<file path="src/design/vbce_defines.vh">
// vbce_defines.vh: constants for the value block command executor
// assumes: included by vbce_top by bare name
`ifndef VBCE_DEFINES_VH
`define VBCE_DEFINES_VH

// command codes
`define VBCE_CMD_READ_VALUE   8'h0A
`define VBCE_CMD_WRITE_VALUE  8'h0B

// read value parameter offsets
`define VBCE_RD_BLK_OFS       5'h00
`define VBCE_RD_BUF_OFS       5'h01
`define VBCE_RD_KEYSEL_OFS    5'h02
`define VBCE_RD_KEY_OFS       5'h03

// write value parameter offsets
`define VBCE_WR_BLK_OFS       5'h00
`define VBCE_WR_VAL_OFS       5'h01
`define VBCE_WR_ADR_OFS       5'h05
`define VBCE_WR_KEYSEL_OFS    5'h06
`define VBCE_WR_KEY_OFS       5'h07

// key selector fields
`define VBCE_KSEL_IDX_MSB     5
`define VBCE_KSEL_INLINE_BIT  6
`define VBCE_KSEL_KEYB_BIT    7
`define VBCE_KEY_IDX_MAX      6'h27

// sizes
`define VBCE_KEY_BYTES        4'h6
`define VBCE_BLOCK_BYTES      5'h10
`define VBCE_VALUE_BYTES      3'h4
`define VBCE_PARAM_DEPTH      32
`define VBCE_BUF_DEPTH        256

// result codes
`define VBCE_RES_OK           2'h0
`define VBCE_RES_AUTH_FAIL    2'h1
`define VBCE_RES_FORMAT_FAIL  2'h2
`define VBCE_RES_BAD_CMD      2'h3

`endif

</file>
<file path="src/design/vbce_top.v">
// vbce_top.v: read value and write value command executor
// assumes: host loads parameter bytes then pulses start; the tag side answers
// block reads, writes and authentication with done pulses on ref_clk_i
// Function
// - read value params: block 0, buffer offset 1, key selector 2, key 3.
// - read value parses block as value: signed 32-bit value plus address byte.
// - on success value goes to buffer at offset, address byte right after.
// - value stored lowest byte first, address as unsigned byte.
// - write value params: block 0, value 1-4, address 5, selector 6, key 7.
// - supplied value is signed 32-bit, lowest byte first.
// - write value puts the address byte into the block's last four bytes.
// - selector low six bits pick stored key 0 to 39.
// - selector bit 7 set means key B, clear means key A.
// - selector bit 6 set takes the six following parameter bytes as key.
// - inline key is least significant byte first.
// - write value formats the whole block in value layout.
`timescale 1ns/1ns
`default_nettype none
`include "vbce_defines.vh"

module vbce_top (
	// clock and reset
	input  wire         ref_clk_i,
	input  wire         reset_n_i,
	// host command port
	input  wire         start_i,
	input  wire [7:0]   cmd_i,
	input  wire         param_we_i,
	input  wire [4:0]   param_addr_i,
	input  wire [7:0]   param_data_i,
	// host buffer read port
	input  wire [7:0]   buf_raddr_i,
	output reg  [7:0]   buf_rdata_o,
	// host status
	output wire         busy_o,
	output reg          done_o,
	output reg  [1:0]   result_o,
	// tag side authentication
	output reg          auth_req_o,
	output reg  [7:0]   auth_block_o,
	output reg          auth_key_b_o,
	output reg          auth_inline_o,
	output reg  [5:0]   auth_key_idx_o,
	output reg  [47:0]  auth_key_o,
	input  wire         auth_done_i,
	input  wire         auth_ok_i,
	// tag side block access
	output reg          blk_rd_req_o,
	output reg          blk_wr_req_o,
	output reg  [7:0]   blk_addr_o,
	output reg  [127:0] blk_wdata_o,
	input  wire         blk_done_i,
	input  wire         blk_ok_i,
	input  wire [127:0] blk_rdata_i
);

	// sequencer states
	localparam ST_IDLE  = 3'h0;
	localparam ST_AUTH  = 3'h1;
	localparam ST_WAIT  = 3'h2;
	localparam ST_BLK   = 3'h3;
	localparam ST_BWAIT = 3'h4;
	localparam ST_STORE = 3'h5;
	localparam ST_DONE  = 3'h6;

	// parameter area and data buffer; neither is reset, the host loads before use
	reg  [7:0]   param_mem [0:`VBCE_PARAM_DEPTH-1];
	reg  [7:0]   buf_mem   [0:`VBCE_BUF_DEPTH-1];
	// sequencer state and the captured read result
	reg  [2:0]   state_reg;
	reg  [2:0]   state_next;
	reg          is_write_reg;
	reg  [1:0]   res_reg;
	reg  [31:0]  rd_value_reg;
	reg  [7:0]   rd_addr_reg;
	reg  [2:0]   store_cnt_reg;
	reg  [7:0]   store_ptr_reg;
	// key selection for the running command
	reg  [7:0]   key_sel;
	reg  [4:0]   key_base;
	reg  [47:0]  inline_key;
	// value block formatter and parser
	wire [31:0]  wr_value;
	wire [127:0] fmt_block;
	wire [31:0]  prs_value;
	wire [7:0]   prs_addr;
	wire         prs_valid;
	reg  [7:0]   store_byte;
	integer      k;

	// busy is a handshake output, decoded straight from the state
	assign busy_o = (state_reg != ST_IDLE);

	// host parameter area writes
	// refused while busy so the running command's parameters cannot shift under it
	always @(posedge ref_clk_i) begin
		if (param_we_i && !busy_o) begin
			param_mem[param_addr_i] <= param_data_i;
		end
	end

	// read value selector at offset 2; write value selector at 6
	always @* begin
		if (is_write_reg) begin
			key_sel  = param_mem[`VBCE_WR_KEYSEL_OFS];
			key_base = `VBCE_WR_KEY_OFS;
		end else begin
			key_sel  = param_mem[`VBCE_RD_KEYSEL_OFS];
			key_base = `VBCE_RD_KEY_OFS;
		end
	end

	// inline key gathered least significant byte first
	always @* begin
		inline_key = 48'h0;
		// the six key bytes follow the selector at the command's own key offset
		for (k = 0; k < `VBCE_KEY_BYTES; k = k + 1) begin
			inline_key[k*8 +: 8] = param_mem[key_base + k[4:0]];
		end
	end

	// write value bytes lowest first
	// the sign is kept as raw bits; nothing here extends or checks it
	assign wr_value = {param_mem[`VBCE_WR_VAL_OFS + 5'h03], param_mem[`VBCE_WR_VAL_OFS + 5'h02],
			param_mem[`VBCE_WR_VAL_OFS + 5'h01], param_mem[`VBCE_WR_VAL_OFS]};

	// address byte in last four bytes; whole block in value layout
	vbce_value_format u_format (
		.value_i (wr_value),
		.addr_i  (param_mem[`VBCE_WR_ADR_OFS]),
		.block_o (fmt_block)
	);

	// parse returned block as a value block
	vbce_value_parse u_parse (
		.block_i (blk_rdata_i),
		.value_o (prs_value),
		.addr_o  (prs_addr),
		.valid_o (prs_valid)
	);

	// next state
	always @* begin
		state_next = state_reg;
		case (state_reg)
			ST_IDLE: begin
				if (start_i) begin
					if (cmd_i == `VBCE_CMD_READ_VALUE || cmd_i == `VBCE_CMD_WRITE_VALUE) begin
						state_next = ST_AUTH;
					end else begin
						state_next = ST_DONE;
					end
				end
			end
			// a refused stored key index is turned to ST_DONE in the sequencer
			ST_AUTH:  state_next = ST_WAIT;
			ST_WAIT: begin
				if (auth_done_i) begin
					state_next = auth_ok_i ? ST_BLK : ST_DONE;
				end
			end
			ST_BLK:   state_next = ST_BWAIT;
			ST_BWAIT: begin
				if (blk_done_i) begin
					if (!is_write_reg && blk_ok_i && prs_valid) begin
						state_next = ST_STORE;
					end else begin
						state_next = ST_DONE;
					end
				end
			end
			// five stores: four value bytes, then the address byte
			ST_STORE: begin
				if (store_cnt_reg == `VBCE_VALUE_BYTES) begin
					state_next = ST_DONE;
				end
			end
			ST_DONE:  state_next = ST_IDLE;
			default:  state_next = ST_IDLE;
		endcase
	end

	// value bytes lowest first, then unsigned address byte
	always @* begin
		case (store_cnt_reg)
			3'h0:    store_byte = rd_value_reg[7:0];
			3'h1:    store_byte = rd_value_reg[15:8];
			3'h2:    store_byte = rd_value_reg[23:16];
			3'h3:    store_byte = rd_value_reg[31:24];
			default: store_byte = rd_addr_reg;
		endcase
	end

	// buffer written from offset, address after value
	// only the store state writes, so a failed command leaves it alone
	always @(posedge ref_clk_i) begin
		if (state_reg == ST_STORE) begin
			buf_mem[store_ptr_reg] <= store_byte;
		end
		// registered read port, one cycle behind the address
		if (!reset_n_i) begin
			buf_rdata_o <= 8'h00;
		end else begin
			buf_rdata_o <= buf_mem[buf_raddr_i];
		end
	end

	// sequencer registers and tag side requests
	always @(posedge ref_clk_i) begin
		if (!reset_n_i) begin
			state_reg      <= ST_IDLE;
			is_write_reg   <= 1'b0;
			res_reg        <= `VBCE_RES_OK;
			rd_value_reg   <= 32'h0;
			rd_addr_reg    <= 8'h0;
			store_cnt_reg  <= 3'h0;
			store_ptr_reg  <= 8'h0;
			done_o         <= 1'b0;
			result_o       <= `VBCE_RES_OK;
			auth_req_o     <= 1'b0;
			auth_block_o   <= 8'h0;
			auth_key_b_o   <= 1'b0;
			auth_inline_o  <= 1'b0;
			auth_key_idx_o <= 6'h0;
			auth_key_o     <= 48'h0;
			blk_rd_req_o   <= 1'b0;
			blk_wr_req_o   <= 1'b0;
			blk_addr_o     <= 8'h0;
			blk_wdata_o    <= 128'h0;
		end else begin
			state_reg    <= state_next;
			done_o       <= 1'b0;
			auth_req_o   <= 1'b0;
			blk_rd_req_o <= 1'b0;
			blk_wr_req_o <= 1'b0;
			case (state_reg)
				ST_IDLE: begin
					if (start_i) begin
						is_write_reg  <= (cmd_i == `VBCE_CMD_WRITE_VALUE);
						// assume an unknown code until the command proves otherwise
						res_reg       <= `VBCE_RES_BAD_CMD;
						store_cnt_reg <= 3'h0;
					end
				end
				ST_AUTH: begin
					auth_req_o     <= 1'b1;
					auth_block_o   <= param_mem[`VBCE_RD_BLK_OFS];
					// low six bits give stored key index
					auth_key_idx_o <= key_sel[`VBCE_KSEL_IDX_MSB:0];
					auth_key_b_o   <= key_sel[`VBCE_KSEL_KEYB_BIT];
					auth_inline_o  <= key_sel[`VBCE_KSEL_INLINE_BIT];
					auth_key_o     <= key_sel[`VBCE_KSEL_INLINE_BIT] ? inline_key : 48'h0;
					// index above 39 rejected
					// these assignments come last, so they win over the defaults above
					if (!key_sel[`VBCE_KSEL_INLINE_BIT] && key_sel[`VBCE_KSEL_IDX_MSB:0] > `VBCE_KEY_IDX_MAX) begin
						auth_req_o <= 1'b0;
						res_reg    <= `VBCE_RES_AUTH_FAIL;
						state_reg  <= ST_DONE;
					end
				end
				ST_WAIT: begin
					if (auth_done_i && !auth_ok_i) begin
						res_reg <= `VBCE_RES_AUTH_FAIL;
					end
				end
				ST_BLK: begin
					blk_addr_o   <= param_mem[`VBCE_RD_BLK_OFS];
					blk_wdata_o  <= fmt_block;
					blk_rd_req_o <= !is_write_reg;
					blk_wr_req_o <= is_write_reg;
				end
				ST_BWAIT: begin
					if (blk_done_i) begin
						// latched even on failure; only ST_STORE ever writes the buffer
						rd_value_reg  <= prs_value;
						rd_addr_reg   <= prs_addr;
						store_ptr_reg <= param_mem[`VBCE_RD_BUF_OFS];
						if (blk_ok_i && (is_write_reg || prs_valid)) begin
							res_reg <= `VBCE_RES_OK;
						end else begin
							res_reg <= `VBCE_RES_FORMAT_FAIL;
						end
					end
				end
				ST_STORE: begin
					store_cnt_reg <= store_cnt_reg + 3'h1;
					store_ptr_reg <= store_ptr_reg + 8'h01;
				end
				ST_DONE: begin
					done_o   <= 1'b1;
					// result_o holds until the next command completes
					result_o <= res_reg;
				end
				default: begin
					state_reg <= ST_IDLE;
				end
			endcase
		end
	end

endmodule // vbce_top
`default_nettype wire

</file>
<file path="src/design/vbce_value_parse.v">
// vbce_value_parse.v: checks a 16-byte block against the value layout
// assumes: block bytes arrive flat, byte 0 in the low bits
`timescale 1ns/1ns
`default_nettype none

module vbce_value_parse (
	// block image
	input  wire [127:0] block_i,
	// parse results
	output wire [31:0]  value_o,
	output wire [7:0]   addr_o,
	output wire         valid_o
);

	wire [31:0] val_a;
	wire [31:0] val_inv;
	wire [31:0] val_b;
	wire [7:0]  adr0;
	wire [7:0]  adr1;
	wire [7:0]  adr2;
	wire [7:0]  adr3;

	// value, its complement and its copy, then address and complement pairs
	assign val_a   = block_i[31:0];
	assign val_inv = block_i[63:32];
	assign val_b   = block_i[95:64];
	assign adr0    = block_i[103:96];
	assign adr1    = block_i[111:104];
	assign adr2    = block_i[119:112];
	assign adr3    = block_i[127:120];

	assign valid_o = (val_a == val_b) && (val_a == ~val_inv) && (adr0 == adr2) && (adr1 == adr3) && (adr0 == ~adr1);
	assign value_o = val_a;
	assign addr_o  = adr0;

endmodule // vbce_value_parse
`default_nettype wire

</file>
<file path="src/design/vbce_value_format.v">
// vbce_value_format.v: builds a 16-byte value block from value and address
// assumes: purely combinational, byte 0 in the low bits
`timescale 1ns/1ns
`default_nettype none

module vbce_value_format (
	// inputs
	input  wire [31:0]  value_i,
	input  wire [7:0]   addr_i,
	// block image
	output wire [127:0] block_o
);

	// value, inverted value, value, then address pattern in last four bytes
	assign block_o = {~addr_i, addr_i, ~addr_i, addr_i, value_i, ~value_i, value_i};

endmodule // vbce_value_format
`default_nettype wire

</file>
<file path="config.mk">
export PLATFORM = sky130hd
export DESIGN_NAME = vbce_top
export DESIGN_NICKNAME = d
export VERILOG_FILES = /design/src/design/vbce_top.v /design/src/design/vbce_value_parse.v /design/src/design/vbce_value_format.v
export VERILOG_INCLUDE_DIRS = /design/src /design/src/design
export SDC_FILE = /design/constraint.sdc
export NUM_CORES = 2
export LEC_CHECK = 0
export ABC_AREA = 1
export BUFFER_PORTS_ARGS = -buffer_cell sky130_fd_sc_hd__buf_2
export CAP_MARGIN = 20
export CORE_ASPECT_RATIO = 0.75
export CORE_MARGIN = 2
export CORE_UTILIZATION = 53
export CTS_BUF_LIST = sky130_fd_sc_hd__clkbuf_8
export DETAILED_ROUTE_END_ITERATION = 8
export PLACE_DENSITY_LB_ADDON = 0.08
export SYNTH_ARGS = -nofsm -noshare
export SYNTH_HDL_FRONTEND = slang
export SYNTH_HIERARCHICAL = 1
export SYNTH_SLANG_ARGS = --single-unit
</file>
<file path="constraint.sdc">
create_clock -name ref_clk_i -period 7.54 [get_ports ref_clk_i]
set_input_delay 0.754 -clock ref_clk_i [delete_from_list [all_inputs] [get_ports ref_clk_i]]
set_output_delay 0.754 -clock ref_clk_i [all_outputs]
set_load 0.05 [all_outputs]
</file>
==> metrics.txt <==
RR Endpoint=buf_mem[22][6]; DP HPWL=around 160 mm; CTS Buffer Depth=4; Max Cap Viol=0; shortest period the worst path allows=~4 ns; CTS tree=done; Die Wd=504 um; maximum vdd ir drop=~0.13 mV; clock buffer count from CTS=382; CTS Sinks=2423; mapped cell area=99400 sq um; vias=approximately 69000; Mapped Nets=9229; Setup Fix Bufs, Post-CTS=0; Final Hold Fails=0; gr usage total=29.5%; first-pass GRT wire length=~420 mm; Ports=380; relative slew slack=18.2%; fin crit share=53.4%; Avg Inst Size Synth=around 11 sq um; Synth Instances=9055; Setup WS post-layout=3.51 ns; Max Freq=0.248 GHz; RSZ-0062 raised after global routing=false; fin. max-slew vios=0; Die Ht=379 um; multi-input logic area=24900 sq um; Post-DP Area=between 100000 and 150000 sq um; DIE AREA=191000 sq um; DRT iter0 DRCs=roughly 9000; worst hold path class=in -> reg; Cell Count Post-Placement=11300; Skew-Pair Late Insertion Delay=1.05 ns; Leak Pwr=40.7 nW; Post-DRT Antenna Nets=0; initial antenna violation count=10; pre-CTS WS=3.03 ns; DRT Pass-1 Iters=6; PD cells=250 nW/um^2; Critical Path End Type=flip-flop; EDFF count, synth=roughly 2200; final cell count without fillers=12000; fillers=15600; #FFs+latches synth=2423; commonest non-fill, non-tap cells in the layout=nand2_1 (2541), edfxtp_1 (2152), nand3_1 (1945), nor2_1 (733), clkbuf_8 (408); drt drc=0; Data required, critical path=8.21 ns; setup_tns=0 ns; CTS H-tree lvls=5; largest net degree at the start of global routing=226; max reg flops=about 2000; gr ovfl total=0; Worst Path Arrival=4.70 ns; setup violators final=0; slack of the worst reg-to-reg path=3.51 ns; total core area=186000 sq um; number of core rows=between 100 and 150; synth top area cells=edfxtp_1 (65%), nand3_1 (9.8%), nand2_1 (9.6%); GPL Wtd Cong=0.870; register area share after synthesis=70.4%; port bufs=379; ys flop type=edfxtp_1; routed wire length=286 mm; Top reg by flops=buf_mem; clk slew on worst S/H paths=~0.070 ns; most common cell after layout, fill and taps aside=nand2_1; Wirelength per Cell=23.9 um; Crit. Startpoint=store_cnt_reg[0]; Async S/R FF share, synth=0%; Layout Skew=0.0822 ns; area share of the leading cell type in the synthesized netlist=65.0%; post-route cell area=about 110000 sq um; Setup Crit Path Kind=reg -> reg; Worst Reg-to-Reg Cells=8; Critical Path Source Type=flip-flop; vias in the first global route=~65000; R2R Path Start=store_cnt_reg[0]; end of the critical path=buf_mem[22][6]; DR vias/cell=around 5.8; status=complete, no violations; Syn-to-layout area delta=9.34%; layout cell share with drive strength beyond 1=10.2%; sequential cell area=about 70000 sq um; Root Buffer=clkbuf_8; Starting Density=53.4%; crit-path max FO=between 70 and 80; Ys Warns=6; Worst Tran Pin Value=approximately 1.2 ns; leading registers by flop count=buf_mem: 2048 flops, blk_wdata_o: 128 flops, param_mem: 104 flops; library cells used by synthesis=35; fin nets=9382; area leader, netlist=edfxtp_1
-- metrics by stage --
stage | utilization (%) | hold WS, ns | total power (W)
5_1_grt | 58.4 | 0.0320 | 0.0281
3_3_place_gp | 54.7 | 0.441 | 0.0172
6_report | 58.4 | 0.0873 | 0.0272
3_5_place_dp | 54.7 | 0.450 | 0.0172
4_1_cts | 58.4 | 0.00197 | 0.0273
2_1_floorplan | - | 0.430 | 0.0165
-- synthesized netlist by cell type (all sizes together) (6+ instances only) --
cell    instances
nor3           11
nand2        2555
a31oi           9
edfxtp       2152
xnor2          18
nand3        1956
clkbuf        191
nand4           6
xor2           14
dfxtp         271
a21oi         117
ha              9
o21ai         231
o22ai          25
buf           513
inv           215
nor2          738
a221oi          8
-- per-layer routing --
metal | routed length [um] | global-route usage, % | vias up
met5 | 152 | 0.505 | -
met2 | 124000 | 42.5 | 3566
met4 | 7310 | 8.35 | 6
met1 | 125000 | 44.6 | 33500
met3 | 30300 | 6.87 | 459
li1 | - | - | 31600
-- timing repair --
item / CTS / global route
hold endpoints to repair: 13 / 0
hold buffers: 13 / 0
gates resized for setup: 0 / 0
-- area by class of cell --
| cell class | instances | share of cell area (%) |
|---|---|---|
| multi-input combinational | 5711 | 22.9 |
| inverter | 217 | 0.784 |
| antenna | 7 | 0.0161 |
| tap | 2502 | 2.88 |
| sequential | 2423 | 64.4 |
| clock buffer | 408 | 5.16 |
| timing repair buffer | 473 | 2.70 |
| clock inverter | 256 | 1.08 |
-- how the worst min path moves through the flow --
| stage | startpoint | to | slack (ns) | cells past startpoint |
|---|---|---|---|---|
| 6_report | blk_rdata_i[101] | rd_addr_reg[5] | 0.09 | 3 |
| 3_3_place_gp | rd_value_reg[27] | rd_value_reg[27] | 0.44 | 2 |
| 4_1_cts | blk_rdata_i[99] | rd_addr_reg[3] | 0.002 | 3 |
| 3_5_place_dp | rd_value_reg[0] | rd_value_reg[0] | 0.45 | 2 |
| 2_1_floorplan | rd_value_reg[24] | rd_value_reg[24] | 0.43 | 2 |
| 5_1_grt | blk_rdata_i[99] | rd_addr_reg[3] | 0.03 | 3 |
-- kinds of logic after synthesis --
logic type,share of synthesized area (%)
xor gates and xnor gates,0.282
DFF,70.4
buffers and inverters,4.64
and+or+nand+nor,22.4
AOI/OAI and AO/OA,2.12
adders and majority gates,0.113
-- power by group --
group	internal (W)	leakage, nW	switching, W
sequential	0.0148	21.8	0.0000378
combinational	0.000445	15.0	0.00163
clock	0.00516	3.98	0.00510
total	0.0204	40.7	0.00676
-- critical path, cell delays in order (launching register included) --
cell	delay [ns]
dfxtp_1	0.41
inv_1	0.09
ha_1	0.22
nand2_1	0.31
nand2_1	0.08
nor3_1	0.68
nand2_1	0.20
nand2_4	0.66
buf_4	0.83
Note: power is estimated with default switching activity, not from simulation.
